File: src/hdl/dha_pkg.sv
// Constants, register map and state types for the diskette head access block.
// Assumes a 20 MHz system clock and an AXI4-Lite master with 32-bit data.
// Notes on behaviour
// After warm-up, index pulses arrive once per revolution, every 166.6 ms.
// Index pulses are ignored until ten seconds after drive power-on.
// Control write with head-engage set drives the head load line.
// Read data counts only while activate is high; earlier data is dropped.
// Each step request moves the head one track; two bits pick direction.
// One step is one quarter turn of the stepper, one track of travel.
// A step drives two adjacent phase lines together for at least 50 ms.
// Track lines stay energised 150 ms (50 travel, 100 stabilise) before reading.
// Software should release head load soon after the last operation.
// Head load is energised throughout any read in progress.
// While reading, the phase tag pulses low once per 64 us word.
// Software switches the drive motor on before any diskette operation.
// Exactly one index pulse per revolution is forwarded to the controller.
// Software waits 60 ms after engaging the head before starting a read.
package dha_pkg;
	localparam int CLK_HZ          = 20_000_000;
	localparam int WARMUP_S        = 10;
	localparam int INDEX_TENTH_MS  = 1666;
	localparam int TRAVEL_MS       = 50;
	localparam int STABILISE_MS    = 100;
	localparam int HEAD_SETTLE_MS  = 60;
	localparam int TAG_US          = 64;
	localparam int WORD_BITS       = 16;
	localparam int WARMUP_CYC      = WARMUP_S * CLK_HZ;
	localparam int INDEX_CYC       = INDEX_TENTH_MS * (CLK_HZ / 10_000);
	localparam int HOLD_CYC        = (TRAVEL_MS + STABILISE_MS) * (CLK_HZ / 1000);
	localparam int SETTLE_CYC      = HEAD_SETTLE_MS * (CLK_HZ / 1000);
	localparam int TAG_CYC         = TAG_US * (CLK_HZ / 1_000_000);
	localparam int BIT_CYC         = TAG_CYC / WORD_BITS;
	localparam logic [7:0] ADDR_CTRL   = 8'h00;
	localparam logic [7:0] ADDR_STATUS = 8'h04;
	localparam logic [7:0] ADDR_DATA   = 8'h08;
	localparam logic [7:0] ADDR_PERIOD = 8'h0C;
	localparam int CTRL_MOTOR      = 0;
	localparam int CTRL_ENGAGE     = 1;
	localparam int CTRL_DIR_LO     = 2;
	localparam int CTRL_READ       = 4;
	localparam int CTRL_CLRFAULT   = 5;
	localparam logic [1:0] DIR_UP   = 2'h1;
	localparam logic [1:0] DIR_DOWN = 2'h2;
	localparam logic [5:0] CTRL_RESET = 6'h00;
	localparam logic [1:0] RESP_OKAY   = 2'h0;
	localparam logic [1:0] RESP_SLVERR = 2'h2;
	typedef enum logic [0:0] {ST_IDLE = 1'b0, ST_MOVE = 1'b1} dha_step_type;
	typedef enum logic [1:0] {RD_IDLE = 2'b00, RD_ARMED = 2'b01, RD_ACTIVE = 2'b10} dha_read_type;
endpackage : dha_pkg

File: src/hdl/dha_head_access.sv
// Head load, stepper sequencing, index tracking and read word framing.
// Assumes drive pins are asynchronous; registers reached over AXI4-Lite.
`timescale 1ns/1ns
module dha_head_access #(
	parameter int CW         = 28,
	parameter int WARMUP     = dha_pkg::WARMUP_CYC,
	parameter int INDEX_PER  = dha_pkg::INDEX_CYC,
	parameter int HOLD       = dha_pkg::HOLD_CYC,
	parameter int SETTLE     = dha_pkg::SETTLE_CYC
) (
	input  wire logic        clk_sys,
	input  wire logic        resetn,
	input  wire logic [7:0]  s_axi_awaddr,
	input  wire logic        s_axi_awvalid,
	output logic             s_axi_awready,
	input  wire logic [31:0] s_axi_wdata,
	input  wire logic [3:0]  s_axi_wstrb,
	input  wire logic        s_axi_wvalid,
	output logic             s_axi_wready,
	output logic [1:0]       s_axi_bresp,
	output logic             s_axi_bvalid,
	input  wire logic        s_axi_bready,
	input  wire logic [7:0]  s_axi_araddr,
	input  wire logic        s_axi_arvalid,
	output logic             s_axi_arready,
	output logic [31:0]      s_axi_rdata,
	output logic [1:0]       s_axi_rresp,
	output logic             s_axi_rvalid,
	input  wire logic        s_axi_rready,
	input  wire logic        indexPin,
	input  wire logic        readBitPin,
	output logic             motorOn,
	output logic             headLoad,
	output logic [3:0]       accessPhase,
	output logic             serializer_phase_tagN
);
	// ****************************************
	// Pin synchronisers
	// ****************************************
	logic [2:0] idxSync;
	logic [2:0] rdSync;
	logic       idxLevel;
	logic       idxLevelQ;
	logic       rdLevel;
	always_ff @(posedge clk_sys) begin
		if (!resetn) begin
			idxSync   <= 3'h0;
			rdSync    <= 3'h0;
			idxLevel  <= 1'b0;
			idxLevelQ <= 1'b0;
			rdLevel   <= 1'b0;
		end else begin
			idxSync   <= {idxSync[1:0], indexPin};
			rdSync    <= {rdSync[1:0], readBitPin};
			// A change only counts once stages two and three agree
			if (idxSync[1] == idxSync[2])
				idxLevel <= idxSync[2];
			if (rdSync[1] == rdSync[2])
				rdLevel <= rdSync[2];
			idxLevelQ <= idxLevel;
		end
	end

	// ****************************************
	// Register file and AXI4-Lite slave
	// ****************************************
	logic [5:0]  ctrl;
	logic [7:0]  awAddr;
	logic [31:0] wData;
	logic        awHeld;
	logic        wHeld;
	logic        doWrite;
	logic        ctrlHit;
	logic        dataRead;
	logic        wordReady;
	logic        indexFault;
	logic [15:0] dataWord;
	logic [CW-1:0] period;
	logic [31:0] next_rdata;
	logic        next_rerr;
	logic        warmupDone;
	logic        headSettled;
	logic        stepBusy;
	logic        trackSettled;
	logic        reading;
	logic        activate;
	assign s_axi_awready = !awHeld && !s_axi_bvalid;
	assign s_axi_wready  = !wHeld && !s_axi_bvalid;
	assign s_axi_arready = !s_axi_rvalid;
	assign doWrite  = awHeld && wHeld && !s_axi_bvalid;
	assign ctrlHit  = doWrite && awAddr == dha_pkg::ADDR_CTRL && s_axi_wstrb == 4'hF;
	assign dataRead = s_axi_arvalid && s_axi_arready && s_axi_araddr == dha_pkg::ADDR_DATA;
	always_ff @(posedge clk_sys) begin
		if (!resetn) begin
			awHeld       <= 1'b0;
			wHeld        <= 1'b0;
			awAddr       <= 8'h00;
			wData        <= 32'h0;
			s_axi_bvalid <= 1'b0;
			s_axi_bresp  <= dha_pkg::RESP_OKAY;
		end else begin
			if (s_axi_awvalid && s_axi_awready) begin
				awHeld <= 1'b1;
				awAddr <= s_axi_awaddr;
			end
			if (s_axi_wvalid && s_axi_wready) begin
				wHeld <= 1'b1;
				wData <= s_axi_wdata;
			end
			if (doWrite) begin
				awHeld       <= 1'b0;
				wHeld        <= 1'b0;
				s_axi_bvalid <= 1'b1;
				s_axi_bresp  <= (awAddr == dha_pkg::ADDR_CTRL) ? dha_pkg::RESP_OKAY : dha_pkg::RESP_SLVERR;
			end else if (s_axi_bvalid && s_axi_bready)
				s_axi_bvalid <= 1'b0;
		end
	end
	always_comb begin
		next_rdata = 32'h0;
		next_rerr  = 1'b0;
		case (s_axi_araddr)
			dha_pkg::ADDR_CTRL:   next_rdata = {26'h0, ctrl};
			dha_pkg::ADDR_STATUS: next_rdata = {19'h0, wordReady, accessPhase, indexFault, activate,
				reading, trackSettled, stepBusy, warmupDone, headSettled, headLoad};
			dha_pkg::ADDR_DATA:   next_rdata = {16'h0, dataWord};
			dha_pkg::ADDR_PERIOD: next_rdata = {{(32-CW){1'b0}}, period};
			default:              next_rerr  = 1'b1;
		endcase
	end
	always_ff @(posedge clk_sys) begin
		if (!resetn) begin
			s_axi_rvalid <= 1'b0;
			s_axi_rdata  <= 32'h0;
			s_axi_rresp  <= dha_pkg::RESP_OKAY;
		end else if (s_axi_arvalid && s_axi_arready) begin
			s_axi_rvalid <= 1'b1;
			s_axi_rdata  <= next_rdata;
			s_axi_rresp  <= next_rerr ? dha_pkg::RESP_SLVERR : dha_pkg::RESP_OKAY;
		end else if (s_axi_rready)
			s_axi_rvalid <= 1'b0;
	end

	// ****************************************
	// Control register
	// ****************************************
	logic readDone;
	always_ff @(posedge clk_sys) begin
		if (!resetn)
			ctrl <= dha_pkg::CTRL_RESET;
		else if (ctrlHit)
			ctrl <= wData[5:0];
		else if (readDone)
			ctrl[dha_pkg::CTRL_READ] <= 1'b0;
		else
			ctrl[dha_pkg::CTRL_CLRFAULT] <= 1'b0;
	end
	assign motorOn = ctrl[dha_pkg::CTRL_MOTOR];

	// ****************************************
	// Warm-up, index tracking, head settle
	// ****************************************
	logic [CW-1:0] warmCnt;
	logic [CW-1:0] idxCnt;
	logic [CW-1:0] headCnt;
	logic          indexValid;
	// Warm-up restarts whenever the motor is switched off
	always_ff @(posedge clk_sys) begin
		if (!resetn || !motorOn)
			warmCnt <= '0;
		else if (!warmupDone)
			warmCnt <= warmCnt + CW'(1);
	end
	assign warmupDone = warmCnt == CW'(WARMUP);
	assign indexValid = idxLevel && !idxLevelQ && warmupDone;
	always_ff @(posedge clk_sys) begin
		if (!resetn) begin
			idxCnt     <= '0;
			period     <= '0;
			indexFault <= 1'b0;
		end else begin
			if (indexValid) begin
				idxCnt <= '0;
				period <= idxCnt + CW'(1);
			end else if (warmupDone && idxCnt != CW'(2 * INDEX_PER))
				idxCnt <= idxCnt + CW'(1);
			// A missing revolution sets the fault; a set outranks the clear
			if (warmupDone && idxCnt == CW'(2 * INDEX_PER - 1))
				indexFault <= 1'b1;
			else if (ctrl[dha_pkg::CTRL_CLRFAULT])
				indexFault <= 1'b0;
		end
	end
	always_ff @(posedge clk_sys) begin
		if (!resetn || !headLoad)
			headCnt <= '0;
		else if (!headSettled)
			headCnt <= headCnt + CW'(1);
	end
	assign headSettled = headCnt == CW'(SETTLE);

	// ****************************************
	// Stepper sequencing
	// ****************************************
	dha_pkg::dha_step_type stepState;
	logic [1:0]    pos;
	logic [1:0]    oldPos;
	logic [7:0]    track;
	logic [CW-1:0] stepCnt;
	logic [1:0]    reqDir;
	assign reqDir   = wData[dha_pkg::CTRL_DIR_LO +: 2];
	assign stepBusy = stepState == dha_pkg::ST_MOVE;
	always_ff @(posedge clk_sys) begin
		if (!resetn) begin
			stepState    <= dha_pkg::ST_IDLE;
			pos          <= 2'h0;
			oldPos       <= 2'h0;
			track        <= 8'h00;
			stepCnt      <= '0;
			trackSettled <= 1'b0;
		end else begin
			case (stepState)
				dha_pkg::ST_IDLE: begin
					// A request during a move is dropped, never queued
					if (ctrlHit && (reqDir == dha_pkg::DIR_UP || reqDir == dha_pkg::DIR_DOWN)) begin
						oldPos       <= pos;
						pos          <= (reqDir == dha_pkg::DIR_UP) ? pos + 2'h1 : pos - 2'h1;
						track        <= (reqDir == dha_pkg::DIR_UP) ? track + 8'h01 : track - 8'h01;
						stepCnt      <= '0;
						trackSettled <= 1'b0;
						stepState    <= dha_pkg::ST_MOVE;
					end
				end
				dha_pkg::ST_MOVE: begin
					stepCnt <= stepCnt + CW'(1);
					if (stepCnt == CW'(HOLD - 1)) begin
						trackSettled <= 1'b1;
						stepState    <= dha_pkg::ST_IDLE;
					end
				end
				default: stepState <= dha_pkg::ST_IDLE;
			endcase
		end
	end
	// Old and new adjacent lines overlap for the whole move
	assign accessPhase = (4'h1 << pos) | (stepBusy ? (4'h1 << oldPos) : 4'h0);

	// ****************************************
	// Read framing
	// ****************************************
	dha_pkg::dha_read_type rdState;
	logic [10:0] tagCnt;
	logic [6:0]  bitCnt;
	logic [15:0] shiftReg;
	logic        tagPulse;
	assign reading  = rdState != dha_pkg::RD_IDLE;
	assign activate = rdState == dha_pkg::RD_ACTIVE;
	assign readDone = activate && (indexValid || !ctrl[dha_pkg::CTRL_READ]);
	assign headLoad = ctrl[dha_pkg::CTRL_ENGAGE] || ctrl[dha_pkg::CTRL_READ] || reading;
	assign tagPulse = activate && tagCnt == 11'(dha_pkg::TAG_CYC - 1);
	always_ff @(posedge clk_sys) begin
		if (!resetn)
			rdState <= dha_pkg::RD_IDLE;
		else begin
			case (rdState)
				dha_pkg::RD_IDLE:
					if (ctrl[dha_pkg::CTRL_READ] && trackSettled && !stepBusy && warmupDone)
						rdState <= dha_pkg::RD_ARMED;
				dha_pkg::RD_ARMED:
					if (!ctrl[dha_pkg::CTRL_READ])
						rdState <= dha_pkg::RD_IDLE;
					else if (indexValid)
						rdState <= dha_pkg::RD_ACTIVE;
				dha_pkg::RD_ACTIVE:
					if (readDone)
						rdState <= dha_pkg::RD_IDLE;
				default: rdState <= dha_pkg::RD_IDLE;
			endcase
		end
	end
	always_ff @(posedge clk_sys) begin
		if (!resetn || !activate) begin
			tagCnt   <= 11'h000;
			bitCnt   <= 7'h00;
			shiftReg <= 16'h0000;
		end else begin
			tagCnt <= tagPulse ? 11'h000 : tagCnt + 11'h001;
			if (bitCnt == 7'(dha_pkg::BIT_CYC - 1)) begin
				bitCnt   <= 7'h00;
				shiftReg <= {shiftReg[14:0], rdLevel};
			end else
				bitCnt <= bitCnt + 7'h01;
		end
	end
	always_ff @(posedge clk_sys) begin
		if (!resetn) begin
			serializer_phase_tagN <= 1'b1;
			dataWord              <= 16'h0000;
			wordReady             <= 1'b0;
		end else begin
			serializer_phase_tagN <= !tagPulse;
			if (tagPulse)
				dataWord <= {shiftReg[14:0], rdLevel};
			// A new word outranks the read that clears the flag
			if (tagPulse)
				wordReady <= 1'b1;
			else if (dataRead)
				wordReady <= 1'b0;
		end
	end

	// ****************************************
	// Checks
	// ****************************************
	a_warm_gate: assert property (@(posedge clk_sys) disable iff (!resetn)
		(idxLevel && !idxLevelQ && !warmupDone) |-> ##1 rdState != dha_pkg::RD_ACTIVE || $past(activate))
		else $error("index accepted before warm-up");
	a_head_engage: assert property (@(posedge clk_sys) disable iff (!resetn)
		(ctrlHit && wData[dha_pkg::CTRL_ENGAGE]) |=> headLoad)
		else $error("head load not driven after engage");
	a_data_gate: assert property (@(posedge clk_sys) disable iff (!resetn)
		$rose(activate) |-> $past(rdState) == dha_pkg::RD_ARMED && $past(indexValid))
		else $error("activate without index");
	a_one_track: assert property (@(posedge clk_sys) disable iff (!resetn)
		$rose(stepBusy) |-> (track - $past(track) == 8'h01 || $past(track) - track == 8'h01))
		else $error("step moved other than one track");
	a_quarter_turn: assert property (@(posedge clk_sys) disable iff (!resetn)
		$rose(stepBusy) |-> (pos - oldPos == 2'h1 || oldPos - pos == 2'h1))
		else $error("step not a quarter turn");
	a_phase_overlap: assert property (@(posedge clk_sys) disable iff (!resetn)
		stepBusy |-> $countones(accessPhase) == 2)
		else $error("two phase lines not energised during step");
	a_hold_time: assert property (@(posedge clk_sys) disable iff (!resetn)
		$fell(stepBusy) |-> $past(stepCnt) == CW'(HOLD - 1) && trackSettled)
		else $error("track hold time wrong");
	a_read_load: assert property (@(posedge clk_sys) disable iff (!resetn)
		reading |-> headLoad)
		else $error("head not loaded while reading");
	a_tag_pulse: assert property (@(posedge clk_sys) disable iff (!resetn)
		$fell(serializer_phase_tagN) |=> serializer_phase_tagN [*8])
		else $error("phase tag pulse too long or too frequent");
	a_index_edge: assert property (@(posedge clk_sys) disable iff (!resetn)
		indexValid |=> !indexValid)
		else $error("index forwarded twice");
endmodule : dha_head_access

File: config.mk
export PLATFORM = sky130hd
export DESIGN_NAME = dha_head_access
export DESIGN_NICKNAME = d
export VERILOG_FILES = /design/src/hdl/dha_pkg.sv /design/src/hdl/dha_head_access.sv
export SDC_FILE = /design/constraint.sdc
export NUM_CORES = 1
export LEC_CHECK = 0
export ABC_AREA = 1
export BUFFER_PORTS_ARGS = -buffer_cell sky130_fd_sc_hd__clkbuf_2
export CORE_MARGIN = 8
export CORE_UTILIZATION = 45
export CTS_CLUSTER_SIZE = 16
export DETAILED_ROUTE_END_ITERATION = 10
export GPL_ROUTABILITY_DRIVEN = 0
export GPL_TIMING_DRIVEN = 0
export PLACE_DENSITY = 0.66
export SETUP_SLACK_MARGIN = 0.5
export SYNTH_ARGS = -nofsm -noshare
export SYNTH_HDL_FRONTEND = slang
export SYNTH_SLANG_ARGS = --single-unit
File: constraint.sdc
create_clock -name clk_sys -period 3.51 [get_ports clk_sys]
set_input_delay 0.351 -clock clk_sys [delete_from_list [all_inputs] [get_ports clk_sys]]
set_output_delay 0.351 -clock clk_sys [all_outputs]
set_load 0.01 [all_outputs]
==> flow_metrics.py, run 1 <==
metrics = {
    "route": {
        "drtIter0Drc": 878,
        "post_drt_wl_per_cell_um": 14.5,
        "antenna_left": 0,
        "drc": 0,
        "routed_via_density": 5.14,
        "drtPass1Iterations": 5,
        "vias": 12500,
        "drt_wl_total_mm": 35.1,
    },
    "layout": {
        "fillers": 2844,
        "multiInputGateArea_um2": 6440,
        "final_cells": 2421,
        "final_layout_size_suffix_gt1_share_pct": 9.40,
        "area_growth_pct": 14.5,
        "final_nets": 2095,
        "antennaDiodeCount": 0,
        "seqCellArea_um2": 5270,
    },
    "synth": {
        "synth-edff-count": 0,
        "ys.flop_type": "dfxtp_1",
        "synthAdderAreaFrac_pct": 0.985,
        "ys_seq_area_share_pct": 41.5,
        "yosys_warnings": 0,
        "synth_top_family_by_area": "simple AND/OR/NAND/NOR gates",
        "synthXorXnorAreaFrac_pct": 2.14,
        "synth_compound_area_share_pct": 11.1,
        "yosysUniqueCellTypes": 41,
        "synth-simple-area-share_pct": 36.3,
        "muxShareOfSynthArea_pct": 0,
        "avgSynthCellArea_um2": 6.65,
        "syn_inst": 1910,
        "synth_seq_cells": 263,
        "synth_area_um2": 12700,
        "ys_async_sr_fraction_pct": 0,
    },
    "pwr": {
        "leakagePower_nw": 5.67,
        "worst_ir_drop_vdd_v": 0.000358,
        "power_density_nw_per_um2": 431,
        "totalPowerFinal_mw": 6.26,
    },
    "critical_path": {
        "slowest_stage": "o21ai_0",
        "worstPathMaxFanout": 9,
        "r2r-start": "warmCnt[0]$_SDFFE_PP0N_",
        "r2r_cells": 12,
        "cp.required_ns": 3.16,
        "critical_path_class": "flop to output port",
        "crit_chain": "buf_2 -> inv_2 -> or2_2 -> o21ai_0 -> clkbuf_2",
        "cp-end-kind": "output port",
        "startpoint_type": "flop",
        "r2r_slack_ns": 1.43,
        "max_stage_delay_ns": 0.34,
        "r2r_end": "idxCnt[25]$_SDFFE_PP0P_",
        "cp.arrival_ns": 2.06,
    },
    "min_path": {
        "hold_path_end": "s_axi_bvalid$_SDFFE_PN0P_",
        "hold_class": "primary input to flop",
        "min_path_cells": 4,
        "hp-start": "s_axi_bready",
    },
    "clocking": {
        "hold_buffers": 2,
        "clk_pin_slew_worst_paths_ns": 0.06,
        "cts_resized": 0,
        "worstSkewPairLatency_ns": 0.54,
        "cts_tree": "yes",
        "ctsLongestPathBuffers": 3,
        "clockRootBuffer": "clkbuf_16",
        "cts_setup_buffers": 0,
        "htreeDepth": 1,
        "cts_made_buffers": 29,
        "clkSinkCount": 263,
    },
    "sta": {
        "hold_viol": 0,
        "tns_ns": 0,
        "fin_ws_ns": 1.10,
        "holdWs_ns": 0.0671,
        "fin_skew_ns": 0.0173,
        "final-max-slew-violation-count": 0,
        "post-route-period-util_pct": 68.6,
        "period_minus_slack_ns": 2.41,
        "tightest_slew_ns": 0.822,
        "max_slew_margin_pct": 45.2,
        "fmax_mhz": 415,
        "rsz0062_at_grt": "no",
        "final-setup-viol-count": 0,
    },
    "die": {
        "die_x_um": 184,
        "die-area_um2": 33900,
        "initial_core_util_pct": 45.7,
        "chipHeight_um": 184,
        "core-area_um2": 27800,
        "ios": 109,
        "std_cell_rows": 61,
    },
    "grt": {
        "grt_pass1_vias": 11500,
        "grt_max_degree": 15,
        "grt_first_pass_wirelength_mm": 56.8,
        "antenna_found_initial": 0,
        "globalRoute.totalOverflow": 0,
        "grt_usage_pct": 20.1,
    },
    "status": {
        "outcome": "finished, final reports clean",
    },
    "placed_design": {
        "hpwl_mm": 26.6,
        "portBuffers": 76,
        "dp_cells": 2369,
        "pre_cts_ws_ns": 1.24,
    },
    "flow_run": {
        "maxCapViolations": 0,
    },
}
==> kinds of logic (layout without fill, tap and decap cells) <==
group	count (synthesis)	count (layout)
compound gates	270	270
xor+xnor	31	31
simple gates	1087	1087
flops	263	263
buf+inv	248	376
other cells	1	6
fa+ha+maj	10	10
==> routing by layer <==
metal	vias to the layer above	global-route usage, %	wire [µm]
met3	64	2.67	1840
met5	-	0	0
met2	309	33.8	16100
li1	6353	-	-
met1	5730	26.8	16300
met4	0	5.42	880
==> cell usage in the layout (no fill, tap or decap), types with 3 or more instances in the layout <==
cell type / count
nand2_1: 547
nor2_1: 278
dfxtp_1: 263
inv_1: 183
a21oi_1: 152
nand3_1: 123
o21ai_0: 93
clkbuf_2: 76
nor3_1: 42
nand4_1: 41
clkbuf_16: 29
clkbuf_1: 28
xor2_1: 24
buf_2: 19
nor2_2: 11
ha_1: 10
a211oi_1: 9
buf_4: 9
nand3b_1: 8
or2_2: 7
nor3b_1: 7
xnor2_1: 7
o21a_1: 7
clkbuf_8: 7
buf_1: 6
conb_1: 6
clkinv_2: 6
inv_2: 5
nand2_2: 5
nor2_4: 5
nand3_2: 3
a31oi_1: 3
o21bai_1: 3
==> metrics by stage <==
step / area (µm²) / utilization (%)
6_report: 14500 / 52.3
5_1_grt: 14500 / 52.3
4_1_cts: 14500 / 52.3
3_5_place_dp: 13600 / 48.8
3_3_place_gp: 13600 / 48.8
2_1_floorplan: 12700 / -
==> synthesized netlist by cell type, types with 6 or more instances <==
master,count,area (µm²)
a21oi_1,152,761
xor2_1,24,210
nand2_1,547,2050
ha_1,10,125
buf_1,6,22.5
nand4_1,41,257
nor3b_1,7,52.6
a211oi_1,9,67.6
dfxtp_1,263,5270
clkbuf_1,24,90.1
xnor2_1,7,61.3
nand3_1,123,616
o21a_1,7,52.6
o21ai_0,93,465
nor3_1,42,210
inv_1,183,687
nor2_2,11,68.8
or2_2,7,43.8
buf_4,9,67.6
nor2_1,278,1040
buf_2,19,95.1
nand3b_1,8,60.1
==> cell type report <==
type                            count  share of cell area (%)
Multi-Input combinational cell   1404                    44.3
Sequential cell                   263                    36.2
Clock buffer                       40                    5.76
Inverter                          188                    4.86
Tap cell                          378                    3.25
Timing Repair Buffer               78                    2.75
Buffer                             60                    2.10
Clock inverter                     10                   0.732
==> critical path, delay by kind of cell, from the launching register on <==
| kind | cells | cell delay [ns] |
|---|---|---|
| buf+inv | 3 | 0.56 |
| compound gates | 1 | 0.34 |
| simple gates | 1 | 0.31 |
| flops | 1 | 0.30 |
==> flip-flops by register name, summed over array words and instances, names as in the netlist, 2 cells and up <==
| name | cells |
|---|---|
| headCnt | 28 |
| idxCnt | 28 |
| period | 28 |
| s_axi_rdata | 28 |
| stepCnt | 28 |
| warmCnt | 28 |
| dataWord | 16 |
| shiftReg | 15 |
| tagCnt | 11 |
| awAddr | 8 |
| bitCnt | 7 |
| ctrl | 6 |
| wData | 6 |
| idxSync | 3 |
| rdSync | 3 |
| oldPos | 2 |
| pos | 2 |
| rdState | 2 |
==> how the worst max path moves through the flow <==
| stage | slack (ns) | start | end |
|---|---|---|---|
| floorplan | 1.89 | stepCnt[0]$_SDFFE_PN0P_ | stepCnt[26]$_SDFFE_PN0P_ |
| global placement | 1.31 | resetn | awAddr[6]$_SDFFE_PN0P_ |
| detailed placement | 1.24 | resetn | stepCnt[13]$_SDFFE_PN0P_ |
| CTS | 1.07 | stepBusy$_SDFF_PN0_ | accessPhase[2] |
| global route | 1.01 | stepBusy$_SDFF_PN0_ | accessPhase[2] |
| finish | 1.10 | stepBusy$_SDFF_PN0_ | accessPhase[2] |
==> power breakdown <==
part           total [mW]  switching [mW]  internal (mW)
registers            3.04          0.0173           3.02
logic               0.219           0.149         0.0695
clock network        3.01            1.21           1.80
Power figures use the tool's default switching activity.
==> run 2: changes to the inputs <==
--- a/config.mk
+++ b/config.mk
@@ -13,7 +13,7 @@
 export DETAILED_ROUTE_END_ITERATION = 10
 export GPL_ROUTABILITY_DRIVEN = 0
 export GPL_TIMING_DRIVEN = 0
-export PLACE_DENSITY = 0.66
+export PLACE_DENSITY = 0.68
 export SETUP_SLACK_MARGIN = 0.5
 export SYNTH_ARGS = -nofsm -noshare
 export SYNTH_HDL_FRONTEND = slang
==> constraint.sdc (replaced) <==
create_clock -name clk_sys -period 2.1 [get_ports clk_sys]
set_input_delay 0.21 -clock clk_sys [delete_from_list [all_inputs] [get_ports clk_sys]]
set_output_delay 0.21 -clock clk_sys [all_outputs]
set_load 0.01 [all_outputs]
==> flow_metrics.py, run 2 (synthesized netlist as in run 1, its figures left out) <==
metrics = {
    "status": {
        "outcome": "finished, final reports clean",
    },
    "die": {
        "core-area_um2": 27800,
        "ios": 109,
        "std_cell_rows": 61,
        "chipHeight_um": 184,
        "die_x_um": 184,
        "die-area_um2": 33900,
        "initial_core_util_pct": 45.7,
    },
    "route": {
        "drc": 0,
        "antenna_left": 0,
        "routed_via_density": 5.33,
        "drt_wl_total_mm": 40.1,
        "vias": 13600,
        "post_drt_wl_per_cell_um": 15.7,
        "drtIter0Drc": 1125,
        "drtPass1Iterations": 5,
    },
    "clocking": {
        "clk_pin_slew_worst_paths_ns": 0.07,
        "worstSkewPairLatency_ns": 0.55,
        "cts_tree": "yes",
        "clockRootBuffer": "clkbuf_16",
        "ctsLongestPathBuffers": 3,
        "htreeDepth": 1,
        "clkSinkCount": 263,
        "cts_made_buffers": 28,
    },
    "placed_design": {
        "pre_cts_ws_ns": 0.00946,
        "portBuffers": 76,
        "dp_cells": 2369,
        "hpwl_mm": 26.3,
        "place_area_um2": 13600,
    },
    "critical_path": {
        "cp-end-kind": "flop",
        "worstPathMaxFanout": 8,
        "max_stage_delay_ns": 0.48,
        "startpoint_type": "flop",
        "slowest_stage": "dfxtp_1",
        "cpMostUsedCell": "nand2_1",
        "critical_path_class": "flop to flop",
        "cp.arrival_ns": 2.22,
        "crit_chain": "nand2_1 -> nor2_1 -> nand2_1 -> nor2_2 -> nand3_4 -> nand2_8 -> inv_8 -> buf_12 -> buf_16 -> nand2_2 -> nand2_1",
        "cp.required_ns": 2.54,
    },
    "sta": {
        "fin_skew_ns": 0.0188,
        "final-setup-viol-count": 0,
        "tns_ns": 0,
        "tightest_slew_ns": 0.834,
        "hold_viol": 0,
        "fin_ws_ns": 0.311,
        "max_slew_margin_pct": 44.4,
        "rsz0062_at_grt": "yes",
        "final-max-slew-violation-count": 0,
        "post-route-period-util_pct": 85.2,
        "fmax_mhz": 559,
        "period_minus_slack_ns": 1.79,
    },
    "layout": {
        "area_growth_pct": 35.0,
        "layout_common_cells": "468 x nand2_1, 236 x nor2_1, 214 x dfxtp_1",
        "fillers": 2419,
        "seqCellArea_um2": 5350,
        "antennaDiodeCount": 0,
        "final_layout_size_suffix_gt1_share_pct": 26.5,
        "final_cells": 2545,
        "final_nets": 2216,
        "final_common_cell": "nand2_1",
        "multiInputGateArea_um2": 7490,
        "fin_area_um2": 17100,
    },
    "pwr": {
        "leakagePower_nw": 6.92,
        "worst_ir_drop_vdd_v": 0.000491,
        "power_density_nw_per_um2": 641,
    },
    "grt": {
        "grt_first_pass_wirelength_mm": 61.0,
        "grt_usage_pct": 21.7,
        "grt_pass1_vias": 12400,
        "grt_max_degree": 15,
        "antenna_found_initial": 0,
        "globalRoute.totalOverflow": 0,
    },
    "flow_run": {
        "maxCapViolations": 0,
    },
    "min_path": {
        "hold_class": "primary input to flop",
    },
}
[run 2: cell types whose count changed in the layout (fill, tap and decap cells not counted), moves of 20 or more]
cell and delta:
buf_6 +29, nor2_1 -42, a21oi_1 -30, dfxtp_2 +40, dfxtp_1 -49, buf_4 +72
nor2_4 +30, nand2_2 +58, a21oi_2 +30, nand2_4 +20, nand2_1 -79
[run 2: power breakdown]
| part | switching, mW | total [mW] | internal (mW) |
|---|---|---|---|
| Clock | 2.08 | 5.42 | 3.35 |
| Combinational | 0.299 | 0.496 | 0.197 |
| Sequential | 0.0302 | 5.06 | 5.03 |
| Total | 2.40 | 11.0 | 8.58 |
[run 2: layout make-up]
cell class,instances,share of cell area [%]
Tap cell,378,2.76
Buffer,60,2.65
Inverter,188,4.28
Sequential cell,263,31.2
Timing Repair Buffer,199,9.45
Clock buffer,40,4.83
Multi-Input combinational cell,1405,43.7
Clock inverter,12,1.12
[run 2: metrics by stage]
step	utilization [%]	power (mW)	hold WS (ns)
2_1_floorplan	-	5.39	0.308
5_1_grt	61.7	11.3	0.0227
3_5_place_dp	48.9	5.54	0.399
6_report	61.7	11.0	0.0138
3_3_place_gp	48.9	5.54	0.397
4_1_cts	57.7	11.0	0.00300
[run 2: repair_timing]
item | CTS | global route
endpoints found under the setup margin | 206 | 199
hold buffers | 18 | 0
pin swaps | 49 | 58
resized for setup | 228 | 234
setup buffers | 48 | 43
cloned | 11 | 4
hold endpoints to repair | 18 | 0
[run 2: worst max-delay path: cells and delay by family (launching register included)]
| kind | cells | cell delay [ns] |
|---|---|---|
| buf+inv | 3 | 0.34 |
| simple gates | 8 | 0.86 |
| flops | 1 | 0.48 |
[run 2: worst paths after layout]
check,from,to,slack (ns),cells after the start
max,warmCnt[22]$_SDFFE_PP0N_,period[2]$_SDFFE_PN0P_,0.31,11
min,s_axi_araddr[1],s_axi_rresp[1]$_SDFFE_PN0P_,0.01,3
max reg2reg,warmCnt[22]$_SDFFE_PP0N_,period[2]$_SDFFE_PN0P_,0.31,11
min reg2reg,rdSync[0]$_SDFF_PN0_,rdSync[1]$_SDFF_PN0_,0.43,2
[run 2: routing by layer]
metal	up-vias	track usage [%]	routed length, µm
met5	-	0	0
met4	0	8.16	1450
met3	111	3.24	2730
met2	486	36.2	19100
met1	6346	27.9	16800
li1	6616	-	-
==> run 3: changes to the inputs <==
--- a/config.mk
+++ b/config.mk
@@ -13,6 +13,7 @@
 export DETAILED_ROUTE_END_ITERATION = 10
 export GPL_ROUTABILITY_DRIVEN = 0
 export GPL_TIMING_DRIVEN = 0
+export HOLD_SLACK_MARGIN = 0.12
 export PLACE_DENSITY = 0.68
 export SETUP_SLACK_MARGIN = 0.5
 export SYNTH_ARGS = -nofsm -noshare
==> flow_metrics.py, run 3 (synthesized netlist as in run 1, its figures left out) <==
metrics = {
    "sta": {
        "hold_viol": 0,
        "max_slew_margin_pct": 42.9,
        "tightest_slew_ns": 0.856,
        "rsz0062_at_grt": "yes",
        "holdWs_ns": 0.131,
        "final-setup-viol-count": 0,
        "tns_ns": 0,
        "final-max-slew-violation-count": 0,
        "fin_skew_ns": 0.0189,
        "fin_ws_ns": 0.298,
        "period_minus_slack_ns": 1.80,
        "post-route-period-util_pct": 85.8,
        "fmax_mhz": 555,
    },
    "grt": {
        "grt_usage_pct": 21.8,
        "grt_pass1_vias": 12400,
        "globalRoute.totalOverflow": 0,
        "antenna_found_initial": 1,
        "grt_first_pass_wirelength_mm": 61.3,
        "grt_max_degree": 15,
    },
    "critical_path": {
        "worstPathMaxFanout": 8,
        "cp.arrival_ns": 2.25,
        "r2r_slack_ns": 0.30,
        "cp.required_ns": 2.55,
        "r2r_cells": 11,
        "crit_start": "warmCnt[22]$_SDFFE_PP0N_",
        "startpoint_type": "flop",
        "cp-end-kind": "flop",
        "r2r-start": "warmCnt[22]$_SDFFE_PP0N_",
        "critical_path_class": "flop to flop",
    },
    "flow_run": {
        "maxCapViolations": 0,
    },
    "clocking": {
        "clkSinkCount": 263,
        "ctsLongestPathBuffers": 3,
        "cts_made_buffers": 28,
        "worstSkewPairLatency_ns": 0.55,
        "clk_pin_slew_worst_paths_ns": 0.07,
        "clockRootBuffer": "clkbuf_16",
        "htreeDepth": 1,
        "cts_tree": "yes",
    },
    "die": {
        "std_cell_rows": 61,
        "die_x_um": 184,
        "initial_core_util_pct": 45.7,
        "core-area_um2": 27800,
        "ios": 109,
        "die-area_um2": 33900,
        "chipHeight_um": 184,
    },
    "layout": {
        "final_cells": 2552,
        "final_util_pct": 61.9,
        "final_layout_size_suffix_gt1_share_pct": 26.1,
        "fillers": 2405,
        "fin_area_um2": 17200,
        "final_nets": 2222,
        "layout_common_cells": "468 x nand2_1, 234 x nor2_1, 217 x dfxtp_1",
        "area_growth_pct": 35.5,
        "final_common_cell": "nand2_1",
    },
    "min_path": {
        "hp-start": "s_axi_arvalid",
        "hold_class": "primary input to flop",
        "min_path_cells": 4,
    },
    "route": {
        "drtPass1Iterations": 6,
        "post_drt_wl_per_cell_um": 15.9,
        "antenna_left": 0,
        "drtIter0Drc": 1233,
        "drt_wl_total_mm": 40.5,
        "routed_via_density": 5.33,
        "vias": 13600,
        "drc": 0,
    },
    "pwr": {
        "worst_ir_drop_vdd_v": 0.000500,
        "leakagePower_nw": 6.94,
        "totalPowerFinal_mw": 11.0,
        "power_density_nw_per_um2": 639,
    },
    "placed_design": {
        "portBuffers": 76,
        "hpwl_mm": 26.3,
        "dp_cells": 2369,
        "place_area_um2": 13600,
        "pre_cts_ws_ns": 0.00946,
    },
    "status": {
        "outcome": "finished, final reports clean",
    },
}
## run 3: layout make-up
type / instances / area [µm²] / share of cell area [%]
flip-flops and latches: 263 / 5350 / 31.1
plain buffers: 60 / 453 / 2.63
clock inverters: 12 / 191 / 1.11
repair buffers: 205 / 1680 / 9.79
well taps: 378 / 473 / 2.75
clock buffers: 40 / 827 / 4.81
inverters: 188 / 733 / 4.26
diodes: 1 / 2.50 / 0.0145
multi-input cells: 1405 / 7490 / 43.6
## run 3: path summary, 6_finish.rpt
kind,end
setup / recovery,period[4]$_SDFFE_PN0P_
hold / removal,s_axi_rdata[1]$_SDFFE_PN0P_
setup reg to reg,period[4]$_SDFFE_PN0P_
hold reg to reg,rdSync[1]$_SDFF_PN0_
## run 3: per-layer routing
layer	vias to the layer above	global-route usage, %	share of wire, %
li1	6626	-	-
met1	6364	28.1	42
met2	508	36.4	48
met3	104	3.20	6.7
met4	0	8.45	3.5
met5	-	0	0
## run 3: report_power, final
group | internal, mW | switching [mW] | total, mW
sequential | 5.03 | 0.0310 | 5.06
clock | 3.35 | 2.07 | 5.42
combinational | 0.204 | 0.302 | 0.506
total | 8.58 | 2.41 | 11.0
## run 3: critical path, cell delays in order (launching register included)
cell     delay, ns
dfxtp_1       0.48
nand2_1       0.09
nor2_1        0.11
nand2_1       0.07
nor2_2        0.22
nand3_4       0.13
nand2_4       0.15
inv_8         0.09
buf_12        0.14
buf_16        0.12
nand2_2       0.05
nand2_1       0.05
## run 3: what timing repair did
| item | in CTS | in global routing |
|---|---|---|
| gates cloned | 11 | 3 |
| setup buffers | 48 | 42 |
| hold endpoints to repair | 21 | 0 |
| gates resized for setup | 228 | 231 |
| endpoints found under the setup margin | 206 | 199 |
| pin swaps | 49 | 60 |
| hold buffers | 26 | 0 |
